## src/hw/lch_defines.svh

```systemverilog
// constants of the limit comparator: timing, reset values and codes
`ifndef LCH_DEFINES_SVH
`define LCH_DEFINES_SVH

// reading and limit width, signed two's complement
`define LCH_RD_W 20
// clock rate in MHz and the reference interval of the motion check
`define LCH_CLK_MHZ 100
`define LCH_STAB_WINDOW_MS 100
`define LCH_STAB_WINDOW_CYC (`LCH_STAB_WINDOW_MS * 1000 * `LCH_CLK_MHZ)
// code reported when a limit set is out of order
`define LCH_ERR_ORDERING 8'h08
// limit values after reset, already in legal order
`define LCH_RST_EXT_OVER 20'h0_0014
`define LCH_RST_OVER 20'h0_000A
`define LCH_RST_UNDER 20'hF_FFF6
`define LCH_RST_EXT_UNDER 20'hF_FFEC
// limit edit slots
`define LCH_SLOT_OVER 2'h0
`define LCH_SLOT_UNDER 2'h1
`define LCH_SLOT_EXT_OVER 2'h2
`define LCH_SLOT_EXT_UNDER 2'h3

`endif

```

## src/hw/lch_pkg.sv

```systemverilog
// types shared by the limit comparator modules
package lch_pkg;

  // two-colour indicator drive
  typedef enum logic [1:0] {
    LCH_LED_OFF = 2'h0,
    LCH_LED_GREEN = 2'h1,
    LCH_LED_ORANGE = 2'h2,
    LCH_LED_RED = 2'h3
  } lch_led_t;

  // comparison gating mode codes
  typedef enum logic [2:0] {
    LCH_GATE_ALWAYS = 3'h0,
    LCH_GATE_STABLE = 3'h1,
    LCH_GATE_COMPARE_EXCEPT_ZERO = 3'h2,
    LCH_GATE_COMPARE_STABLE_NONZERO = 3'h3,
    LCH_GATE_COMPARE_IN_HOLD = 3'h4,
    LCH_GATE_OFF = 3'h5
  } lch_gate_t;

  // output pattern select codes
  typedef enum logic {
    LCH_PAT_STANDARD = 1'b0,
    LCH_PAT_AREA = 1'b1
  } lch_pattern_t;

endpackage

```

## src/hw/lch_meas_if.sv

```systemverilog
// measurement flags passed from the motion detector to the comparator
interface lch_meas_if;
  logic signed [19:0] reading;
  logic [19:0] bandwidth;
  logic [15:0] detect_ticks;
  logic [19:0] near_range;
  logic stable;
  logic near_zero;

  modport det (
    input reading, bandwidth, detect_ticks, near_range,
    output stable, near_zero
  );
  modport cmp (
    output reading, bandwidth, detect_ticks, near_range,
    input stable, near_zero
  );
endinterface

```

## src/hw/lch_comparator.sv

```systemverilog
// four-limit decision comparator with hysteresis, patterns and gating
`include "lch_defines.svh"

module lch_comparator #(
  parameter int unsigned STAB_WINDOW_CYC = `LCH_STAB_WINDOW_CYC
) (
  // clock and reset
  input wire logic clk_sys,
  input wire logic rst_n,
  // measurement from the front end
  input wire logic signed [19:0] reading,
  input wire logic hold_active,
  // limit editing
  input wire logic [1:0] edit_slot,
  input wire logic [19:0] edit_magnitude,
  input wire logic edit_load,
  input wire logic sign_key,
  input wire logic edit_commit,
  // configuration
  input wire logic outer_limit_enable,
  input wire logic [19:0] hysteresis_setting,
  input wire logic [2:0] comparison_gating_mode,
  input wire logic output_pattern_select,
  input wire logic block_setting_enable,
  input wire logic verdict_gate,
  input wire logic [19:0] near_zero_range,
  input wire logic [19:0] motion_bandwidth,
  input wire logic [15:0] motion_detect_ticks,
  input wire logic [3:0] hold_select,
  input wire logic adjust_lock,
  input wire logic parameter_lock,
  // decision outputs
  output logic extreme_over_out,
  output logic over_out,
  output logic pass_out,
  output logic under_out,
  output logic extreme_under_out,
  // status
  output logic ordering_error,
  output logic [7:0] ordering_error_code,
  output logic signed [19:0] edit_value,
  output logic compare_active,
  output logic stable,
  output logic near_zero,
  // indicators
  output lch_pkg::lch_led_t upper_led,
  output lch_pkg::lch_led_t pass_led,
  output lch_pkg::lch_led_t lower_led,
  output lch_pkg::lch_led_t verdict_led,
  output lch_pkg::lch_led_t hold_led [4],
  output lch_pkg::lch_led_t adjust_lock_led,
  output lch_pkg::lch_led_t parameter_lock_led
);

  // ==========================================================
  // helper functions
  // ==========================================================

  // gating decision from mode and measurement flags
  function automatic logic gate_allows(
    input logic [2:0] mode,
    input logic stb,
    input logic nz,
    input logic hld
  );
    logic ok;
    ok = 1'b0;
    unique case (mode)
      lch_pkg::LCH_GATE_ALWAYS: ok = 1'b1;
      lch_pkg::LCH_GATE_STABLE: ok = stb;
      lch_pkg::LCH_GATE_COMPARE_EXCEPT_ZERO: ok = !nz;
      lch_pkg::LCH_GATE_COMPARE_STABLE_NONZERO: ok = stb && !nz;
      lch_pkg::LCH_GATE_COMPARE_IN_HOLD: ok = hld;
      lch_pkg::LCH_GATE_OFF: ok = 1'b0;
      default: ok = 1'b0; // codes 6 and 7 are illegal: treat as off
    endcase
    return ok;
  endfunction

  // signed magnitude from slot staging
  function automatic logic signed [19:0] signed_of(
    input logic neg,
    input logic [19:0] mag
  );
    logic signed [19:0] v;
    v = neg ? 20'(-mag) : mag;
    return v;
  endfunction

  // ==========================================================
  // limit staging and commit
  // ==========================================================

  logic [19:0] stage_mag_q [4];
  logic stage_neg_q [4];
  logic signed [19:0] stage_val [4];
  logic signed [19:0] lim_xo_q;
  logic signed [19:0] lim_o_q;
  logic signed [19:0] lim_u_q;
  logic signed [19:0] lim_xu_q;
  logic order_ok;
  logic err_q;

  genvar gi;
  generate
    for (gi = 0; gi < 4; gi++)
    begin : g_stage
      // one edit buffer per limit; sign toggles independent of digits
      always_ff @(posedge clk_sys or negedge rst_n)
      begin
        if (!rst_n)
        begin
          stage_mag_q[gi] <= 20'h0_0000;
          stage_neg_q[gi] <= 1'b0;
        end
        else if (edit_slot == 2'(gi))
        begin
          if (edit_load)
            stage_mag_q[gi] <= edit_magnitude;
          if (sign_key)
            stage_neg_q[gi] <= !stage_neg_q[gi];
        end
      end
      assign stage_val[gi] = signed_of(stage_neg_q[gi], stage_mag_q[gi]);
    end
  endgenerate

  // the whole set must be strictly ordered before it is accepted
  assign order_ok =
    (stage_val[`LCH_SLOT_EXT_UNDER] < stage_val[`LCH_SLOT_UNDER]) &&
    (stage_val[`LCH_SLOT_UNDER] < stage_val[`LCH_SLOT_OVER]) &&
    (stage_val[`LCH_SLOT_OVER] < stage_val[`LCH_SLOT_EXT_OVER]);

  // store the set or refuse it; old limits survive a refusal
  always_ff @(posedge clk_sys or negedge rst_n)
  begin
    if (!rst_n)
    begin
      lim_xo_q <= `LCH_RST_EXT_OVER;
      lim_o_q <= `LCH_RST_OVER;
      lim_u_q <= `LCH_RST_UNDER;
      lim_xu_q <= `LCH_RST_EXT_UNDER;
      err_q <= 1'b0;
    end
    else if (edit_commit)
    begin
      if (order_ok)
      begin
        lim_xo_q <= stage_val[`LCH_SLOT_EXT_OVER];
        lim_o_q <= stage_val[`LCH_SLOT_OVER];
        lim_u_q <= stage_val[`LCH_SLOT_UNDER];
        lim_xu_q <= stage_val[`LCH_SLOT_EXT_UNDER];
        err_q <= 1'b0;
      end
      else
        err_q <= 1'b1;
    end
  end

  assign ordering_error = err_q;
  assign ordering_error_code = err_q ? `LCH_ERR_ORDERING : 8'h00;
  assign edit_value = stage_val[edit_slot];

  // ==========================================================
  // motion and near-zero detection
  // ==========================================================

  lch_meas_if meas_if ();

  assign meas_if.reading = reading;
  assign meas_if.bandwidth = motion_bandwidth;
  assign meas_if.detect_ticks = motion_detect_ticks;
  assign meas_if.near_range = near_zero_range;

  lch_motion #(
    .WINDOW_CYC(STAB_WINDOW_CYC)
  ) u_motion (
    .clk_sys(clk_sys),
    .rst_n(rst_n),
    .meas(meas_if.det)
  );

  assign stable = meas_if.stable;
  assign near_zero = meas_if.near_zero;

  // ==========================================================
  // threshold comparison with hysteresis
  // ==========================================================

  logic cmp_en;
  logic signed [21:0] rd_w;
  logic signed [21:0] hys_w;
  logic xo_q;
  logic o_q;
  logic u_q;
  logic xu_q;
  logic pass_q;
  logic xo_at_q;
  logic xu_at_q;

  assign cmp_en = gate_allows(comparison_gating_mode, meas_if.stable,
                              meas_if.near_zero, hold_active);
  assign compare_active = cmp_en;
  assign rd_w = 22'(reading);
  // one shared amount; zero makes on and off points coincide
  assign hys_w = 22'(signed'({1'b0, hysteresis_setting}));

  // upper limits: on above, released only once back at or below limit minus
  // hysteresis, so the band only acts on a falling reading
  always_ff @(posedge clk_sys or negedge rst_n)
  begin
    if (!rst_n)
    begin
      xo_q <= 1'b0;
      o_q <= 1'b0;
    end
    else if (!cmp_en)
    begin
      xo_q <= 1'b0;
      o_q <= 1'b0;
    end
    else
    begin
      if (rd_w > 22'(lim_xo_q))
        xo_q <= 1'b1;
      else if (rd_w <= 22'(lim_xo_q) - hys_w)
        xo_q <= 1'b0;
      if (rd_w > 22'(lim_o_q))
        o_q <= 1'b1;
      else if (rd_w <= 22'(lim_o_q) - hys_w)
        o_q <= 1'b0;
    end
  end

  // lower limits: mirror image, band acts on a rising reading
  always_ff @(posedge clk_sys or negedge rst_n)
  begin
    if (!rst_n)
    begin
      u_q <= 1'b0;
      xu_q <= 1'b0;
    end
    else if (!cmp_en)
    begin
      u_q <= 1'b0;
      xu_q <= 1'b0;
    end
    else
    begin
      if (rd_w < 22'(lim_u_q))
        u_q <= 1'b1;
      else if (rd_w >= 22'(lim_u_q) + hys_w)
        u_q <= 1'b0;
      if (rd_w < 22'(lim_xu_q))
        xu_q <= 1'b1;
      else if (rd_w >= 22'(lim_xu_q) + hys_w)
        xu_q <= 1'b0;
    end
  end

  // pass band is inclusive at both ends and has no hysteresis
  always_ff @(posedge clk_sys or negedge rst_n)
  begin
    if (!rst_n)
      pass_q <= 1'b0;
    else
      pass_q <= cmp_en && (reading >= lim_u_q) &&
                (reading <= lim_o_q);
  end

  // a reading sitting exactly on an outer limit is in neither area band;
  // the outer state alone would leave the inner output on at that point
  always_ff @(posedge clk_sys or negedge rst_n)
  begin
    if (!rst_n)
    begin
      xo_at_q <= 1'b0;
      xu_at_q <= 1'b0;
    end
    else
    begin
      xo_at_q <= cmp_en && (reading == lim_xo_q);
      xu_at_q <= cmp_en && (reading == lim_xu_q);
    end
  end

  // ==========================================================
  // output pattern
  // ==========================================================

  logic area;

  assign area = (output_pattern_select == lch_pkg::LCH_PAT_AREA);

  // the area pattern masks the inner output while the outer one is on;
  // with outer limits off the inner output has no upper bound to respect
  always_comb
  begin
    extreme_over_out = outer_limit_enable && xo_q;
    extreme_under_out = outer_limit_enable && xu_q;
    if (area && outer_limit_enable)
    begin
      over_out = o_q && !xo_q && !xo_at_q;
      under_out = u_q && !xu_q && !xu_at_q;
    end
    else
    begin
      over_out = o_q;
      under_out = u_q;
    end
    pass_out = pass_q;
  end

  // ==========================================================
  // indicators
  // ==========================================================

  // upper and lower two-colour lamps; red wins over orange
  always_comb
  begin
    upper_led = lch_pkg::LCH_LED_OFF;
    lower_led = lch_pkg::LCH_LED_OFF;
    if (outer_limit_enable)
    begin
      if (xo_q)
        upper_led = lch_pkg::LCH_LED_RED;
      else if (o_q)
        upper_led = lch_pkg::LCH_LED_ORANGE;
      if (xu_q)
        lower_led = lch_pkg::LCH_LED_RED;
      else if (u_q)
        lower_led = lch_pkg::LCH_LED_ORANGE;
    end
    else
    begin
      if (o_q)
        upper_led = lch_pkg::LCH_LED_RED;
      if (u_q)
        lower_led = lch_pkg::LCH_LED_RED;
    end
  end

  assign pass_led = pass_q ? lch_pkg::LCH_LED_GREEN
                           : lch_pkg::LCH_LED_OFF;

  // without block setting there is no gate to follow, so it stays lit
  assign verdict_led = (!block_setting_enable || verdict_gate)
                       ? lch_pkg::LCH_LED_GREEN
                       : lch_pkg::LCH_LED_OFF;

  // hold lamps: index 0 peak, 1 bottom, 2 peak-to-peak, 3 sample;
  // sample hold has no block variant and never shows orange
  generate
    for (gi = 0; gi < 4; gi++)
    begin : g_hold_led
      always_comb
      begin
        if (!hold_select[gi])
          hold_led[gi] = lch_pkg::LCH_LED_OFF;
        else if (!hold_active)
          hold_led[gi] = lch_pkg::LCH_LED_GREEN;
        else if (block_setting_enable && (gi != 3))
          hold_led[gi] = lch_pkg::LCH_LED_ORANGE;
        else
          hold_led[gi] = lch_pkg::LCH_LED_RED;
      end
    end
  endgenerate

  // lock lamps are independent of each other
  assign adjust_lock_led = adjust_lock ? lch_pkg::LCH_LED_ORANGE
                                       : lch_pkg::LCH_LED_OFF;
  assign parameter_lock_led = parameter_lock ? lch_pkg::LCH_LED_ORANGE
                                             : lch_pkg::LCH_LED_OFF;

endmodule

```

## src/hw/lch_motion.sv

```systemverilog
// motion (stability) and near-zero detector for the limit comparator
`include "lch_defines.svh"

module lch_motion #(
  parameter int unsigned WINDOW_CYC = `LCH_STAB_WINDOW_CYC
) (
  // clock and reset
  input wire logic clk_sys,
  input wire logic rst_n,
  // measurement flags
  lch_meas_if.det meas
);

  logic [31:0] win_cnt_q;
  logic tick;
  logic signed [19:0] ref_q;
  logic signed [20:0] diff;
  logic [20:0] diff_abs;
  logic [20:0] rd_abs;
  logic [15:0] run_q;
  logic stable_q;
  logic near_q;

  // reference interval timer
  assign tick = (win_cnt_q == WINDOW_CYC - 1);
  always_ff @(posedge clk_sys or negedge rst_n)
  begin
    if (!rst_n)
      win_cnt_q <= 32'h0000_0000;
    else if (tick)
      win_cnt_q <= 32'h0000_0000;
    else
      win_cnt_q <= win_cnt_q + 32'h0000_0001;
  end

  // distance from the reading one interval earlier
  assign diff = 21'(meas.reading) - 21'(ref_q);
  assign diff_abs = diff[20] ? 21'(-diff) : 21'(diff);

  // count intervals spent in band; any excursion restarts the run
  always_ff @(posedge clk_sys or negedge rst_n)
  begin
    if (!rst_n)
    begin
      ref_q <= 20'sh0_0000;
      run_q <= 16'h0000;
      stable_q <= 1'b0;
    end
    else if (tick)
    begin
      ref_q <= meas.reading;
      if (diff_abs <= {1'b0, meas.bandwidth})
      begin
        if (run_q != 16'hFFFF)
          run_q <= run_q + 16'h0001;
        stable_q <= (run_q >= meas.detect_ticks);
      end
      else
      begin
        run_q <= 16'h0000;
        stable_q <= 1'b0;
      end
    end
  end

  // near-zero window, symmetric around zero
  assign rd_abs = meas.reading[19] ? 21'(-21'(meas.reading))
                                   : 21'(meas.reading);
  always_ff @(posedge clk_sys or negedge rst_n)
  begin
    if (!rst_n)
      near_q <= 1'b0;
    else
      near_q <= (rd_abs <= {1'b0, meas.near_range});
  end

  assign meas.stable = stable_q;
  assign meas.near_zero = near_q;

endmodule

```

## config.mk

```make
export PLATFORM = sky130hd
export DESIGN_NAME = lch_comparator
export DESIGN_NICKNAME = d
export VERILOG_FILES = /design/src/hw/lch_pkg.sv /design/src/hw/lch_meas_if.sv /design/src/hw/lch_comparator.sv /design/src/hw/lch_motion.sv
export VERILOG_INCLUDE_DIRS = /design/src /design/src/hw
export SDC_FILE = /design/constraint.sdc
export NUM_CORES = 1
export LEC_CHECK = 0
export BUFFER_PORTS_ARGS = -buffer_cell sky130_fd_sc_hd__buf_4
export CAP_MARGIN = 20
export CORE_UTILIZATION = 48
export DETAILED_ROUTE_END_ITERATION = 12
export PLACE_DENSITY = 0.66
export SLEW_MARGIN = 20
export SYNTH_ARGS = -nofsm -noshare
export SYNTH_HDL_FRONTEND = slang
export SYNTH_SLANG_ARGS = --single-unit
```

## constraint.sdc

```tcl
create_clock -name clk_sys -period 5.9 [get_ports clk_sys]
set_input_delay 0.885 -clock clk_sys [delete_from_list [all_inputs] [get_ports clk_sys]]
set_output_delay 0.885 -clock clk_sys [all_outputs]
set_load 0.01 [all_outputs]
```

==> run_results.csv <==
group,metric,value,unit
cts,clk_pin_slew,0.07,ns
die,core_area,49300,µm²
layout,fin_nets,3396,
layout,synthToLayoutAreaGrowth,12.9,%
logic_synthesis,synth_async_sr_flop_share,1.00,
layout,fin_cells,3549,
sta,setup_viol,0,
worst_setup_path,r2r_cells,14,
worst_hold_path,hold_class,"input port to asynchronous set/reset pin",
global_route,grt-ovfl-total,0,
logic_synthesis,synthCells,2696,
cts,cts_resized,0,
power_and_ir_drop,peakVddDrop,0.272,mV
route,vias_per_cell,5.79,
sta,worstMarginPinSlew,1.10,ns
layout,postLayoutCoreUtil,0.552,
sta,hold_ws,0.251,ns
flow_run,cap_viol_max_count,0,
logic_synthesis,synthFlopType,"dfrtp_1",
cts,cts_buffer_depth,3,
sta,finalCritPeriodShare,0.924,
die,rows,81,
layout,drive_gt1_frac,0.149,
sta,setup_ws,0.447,ns
die,die_x,226,µm
die,start_util,0.489,
sta,skew,0.0182,ns
route,drc,0,
route,drtIter0Drc,1179,
place,dp_worst_setup_slack,0.359,ns
logic_synthesis,ys_types,78,
cts,cts_root_buf,"clkbuf_16",
worst_setup_path,regToRegSetupSlack,0.45,ns
logic_synthesis,yosysWarnings,0,
sta,fin_crit,5.45,ns
logic_synthesis,ys_ff_latch,242,
worst_setup_path,start_kind,"register",
global_route,grt_pass1_vias,20700,
sta,grt_setup_unrepaired,"false",
route,ant_nets,0,
place,dp.cells,3491,
worst_setup_path,startpoint,"stage_mag_q[24]",
die,die_area,51100,µm²
logic_synthesis,synth_area,24100,µm²
worst_setup_path,required,6.36,ns
route,vias,20600,
power_and_ir_drop,p_total,12.4,mW
cts,cts_inserted_buffers,31,
run_status,status,"finished, final reports clean",
place,portBuffers,178,
cts,cts_sinks,242,
cts,insertion_delay,0.58,ns
layout,final_cell_mix,"ha_1 (393), inv_1 (269), dfrtp_1 (203)",
die,die_h,226,µm
power_and_ir_drop,leakagePower,13.5,nW
place,gp_congestion,0.952,
cts,cts_hold_buf,0,
cts,cts_tree,"built",
logic_synthesis,yosysSeqAreaShare,0.254,
worst_setup_path,r2r_start,"stage_mag_q[24]",
worst_setup_path,reg2reg_to,"lim_xu_q[0]",
route,drt_wl_total,68300,µm
place,dpl.hpwl,55300,µm
worst_setup_path,crit_path_end_kind,"register",
place,dpl_cell_area,26100,µm²
sta,setup_tns,0,ns
worst_setup_path,critPathKind,"register to register",
global_route,grt_max_degree,155,
layout,final_cell_area,27200,µm²
worst_setup_path,endpoint,"lim_xu_q[0]",
sta,timing.final.hold_violations,0,
cts,htreeDepth,1,
worst_setup_path,cp_max_fo,81,
worst_setup_path,worstPathArrival,5.92,ns
global_route,grt_usage,0.267,
logic_synthesis,synth_edf_count,0,
die,ios,194,
sta,slew_violations,0,
route,drt-pass1-iter-count,5,
global_route,antenna_found_initial,0,
power_and_ir_drop,power_density,456,nW/µm²
logic_synthesis,synth_area_per_cell,8.93,µm²
sta,fmax,183,MHz
cts,post_cts_buffers,0,
sta,maxSlewHeadroom,0.264,
route,routedWlPerCell,19.2,µm
global_route,grt_pass1_wl,107000,µm
layout,mostFrequentLayoutCell,"ha_1",
## layer usage
| layer | global-route usage | routed length (µm) | vias up |
|---|---|---|---|
| met5 | 0 | 0 | - |
| met4 | 0.103 | 2540 | 0 |
| met3 | 0.0252 | 2820 | 136 |
| met2 | 0.471 | 33300 | 524 |
| met1 | 0.335 | 29600 | 9898 |
| li1 | - | - | 10000 |
## critical path, cell delays in order (launching register included)
cell and delay (ns):
dfrtp_1 0.42, or4_4 0.55, or4_4 0.54, or3_4 0.38, o41ai_2 0.25, xor2_1 0.39, ha_1 0.32, a21o_1 0.18
a2111oi_0 0.66, nand2_1 0.23, a211o_1 0.39, a21oi_1 0.16, o211ai_1 0.15, buf_12 0.29, mux2_2 0.35
## Yosys cell counts (25+ instances only)
cell type | n | area [µm²]
dfstp_2 | 39 | 1020
ha_1 | 393 | 4920
nand2_1 | 170 | 638
clkbuf_1 | 45 | 169
nand3_1 | 62 | 310
nor2b_1 | 38 | 238
nand4_1 | 56 | 350
mux2_2 | 102 | 1150
nor2_1 | 108 | 405
a21o_1 | 94 | 706
inv_1 | 269 | 1010
a21oi_1 | 139 | 696
xnor2_1 | 142 | 1240
nand2b_1 | 40 | 250
o21ai_0 | 189 | 946
o31ai_1 | 25 | 188
dfrtp_1 | 203 | 5080
o21a_1 | 29 | 218
xor2_1 | 101 | 885
nor3_1 | 42 | 210
mux2i_1 | 66 | 661
## registers in the layout, summed over array words and instances, names as in the netlist, 4 cells and up
signal	cells
lim_xo_q	20
u_motion.run_q	16
lim_u_q	20
u_motion.ref_q	20
lim_xu_q	20
stage_neg_q	4
stage_mag_q	80
lim_o_q	20
u_motion.win_cnt_q	32
## final cells by class
class                      count  area (µm²)
clock buffer                  40         830
antenna                        1        2.50
clock inverter                16         224
fill                        4529       22100
tap                          664         831
multi-input combinational   2121       16700
inverter                     269        1010
timing repair buffer         196        1510
sequential                   242        6100
## power by group
group          internal, mW  switching, mW  leakage [nW]
Clock                  1.21          0.779         0.508
Sequential             2.16          0.524          2.73
Combinational          3.43           4.29          10.3
Total                  6.81           5.59          13.5
## kinds of logic (layout without fill, tap and decap cells)
group                    Yosys count  after routing  synth area share
XOR/XNOR                         243            243            0.0884
other                              1             12          0.000156
AO/OA/AOI/OAI                    628            628             0.168
multiplexers                     176            176            0.0826
buffers and inverters            343            521            0.0563
adder cells (fa/ha/maj)          398            398             0.208
flip-flops                       242            242             0.254
AND/OR/NAND/NOR                  665            665             0.143
## worst min-delay path by stage
| stage | slack, ns | cells after the start | startpoint | end |
|---|---|---|---|---|
| after CTS | 0.30 | 1 | rst_n | u_motion.ref_q[0] |
| after global routing | 0.32 | 1 | rst_n | u_motion.ref_q[0] |
| final | 0.25 | 1 | rst_n | u_motion.ref_q[0] |
| after global placement | 0.47 | 1 | u_motion.win_cnt_q[31] | u_motion.win_cnt_q[31] |
| after detailed placement | 0.48 | 1 | u_motion.win_cnt_q[31] | u_motion.win_cnt_q[31] |
| after floorplan | 0.45 | 1 | u_motion.win_cnt_q[31] | u_motion.win_cnt_q[31] |
(Power assumes the default switching activity.)
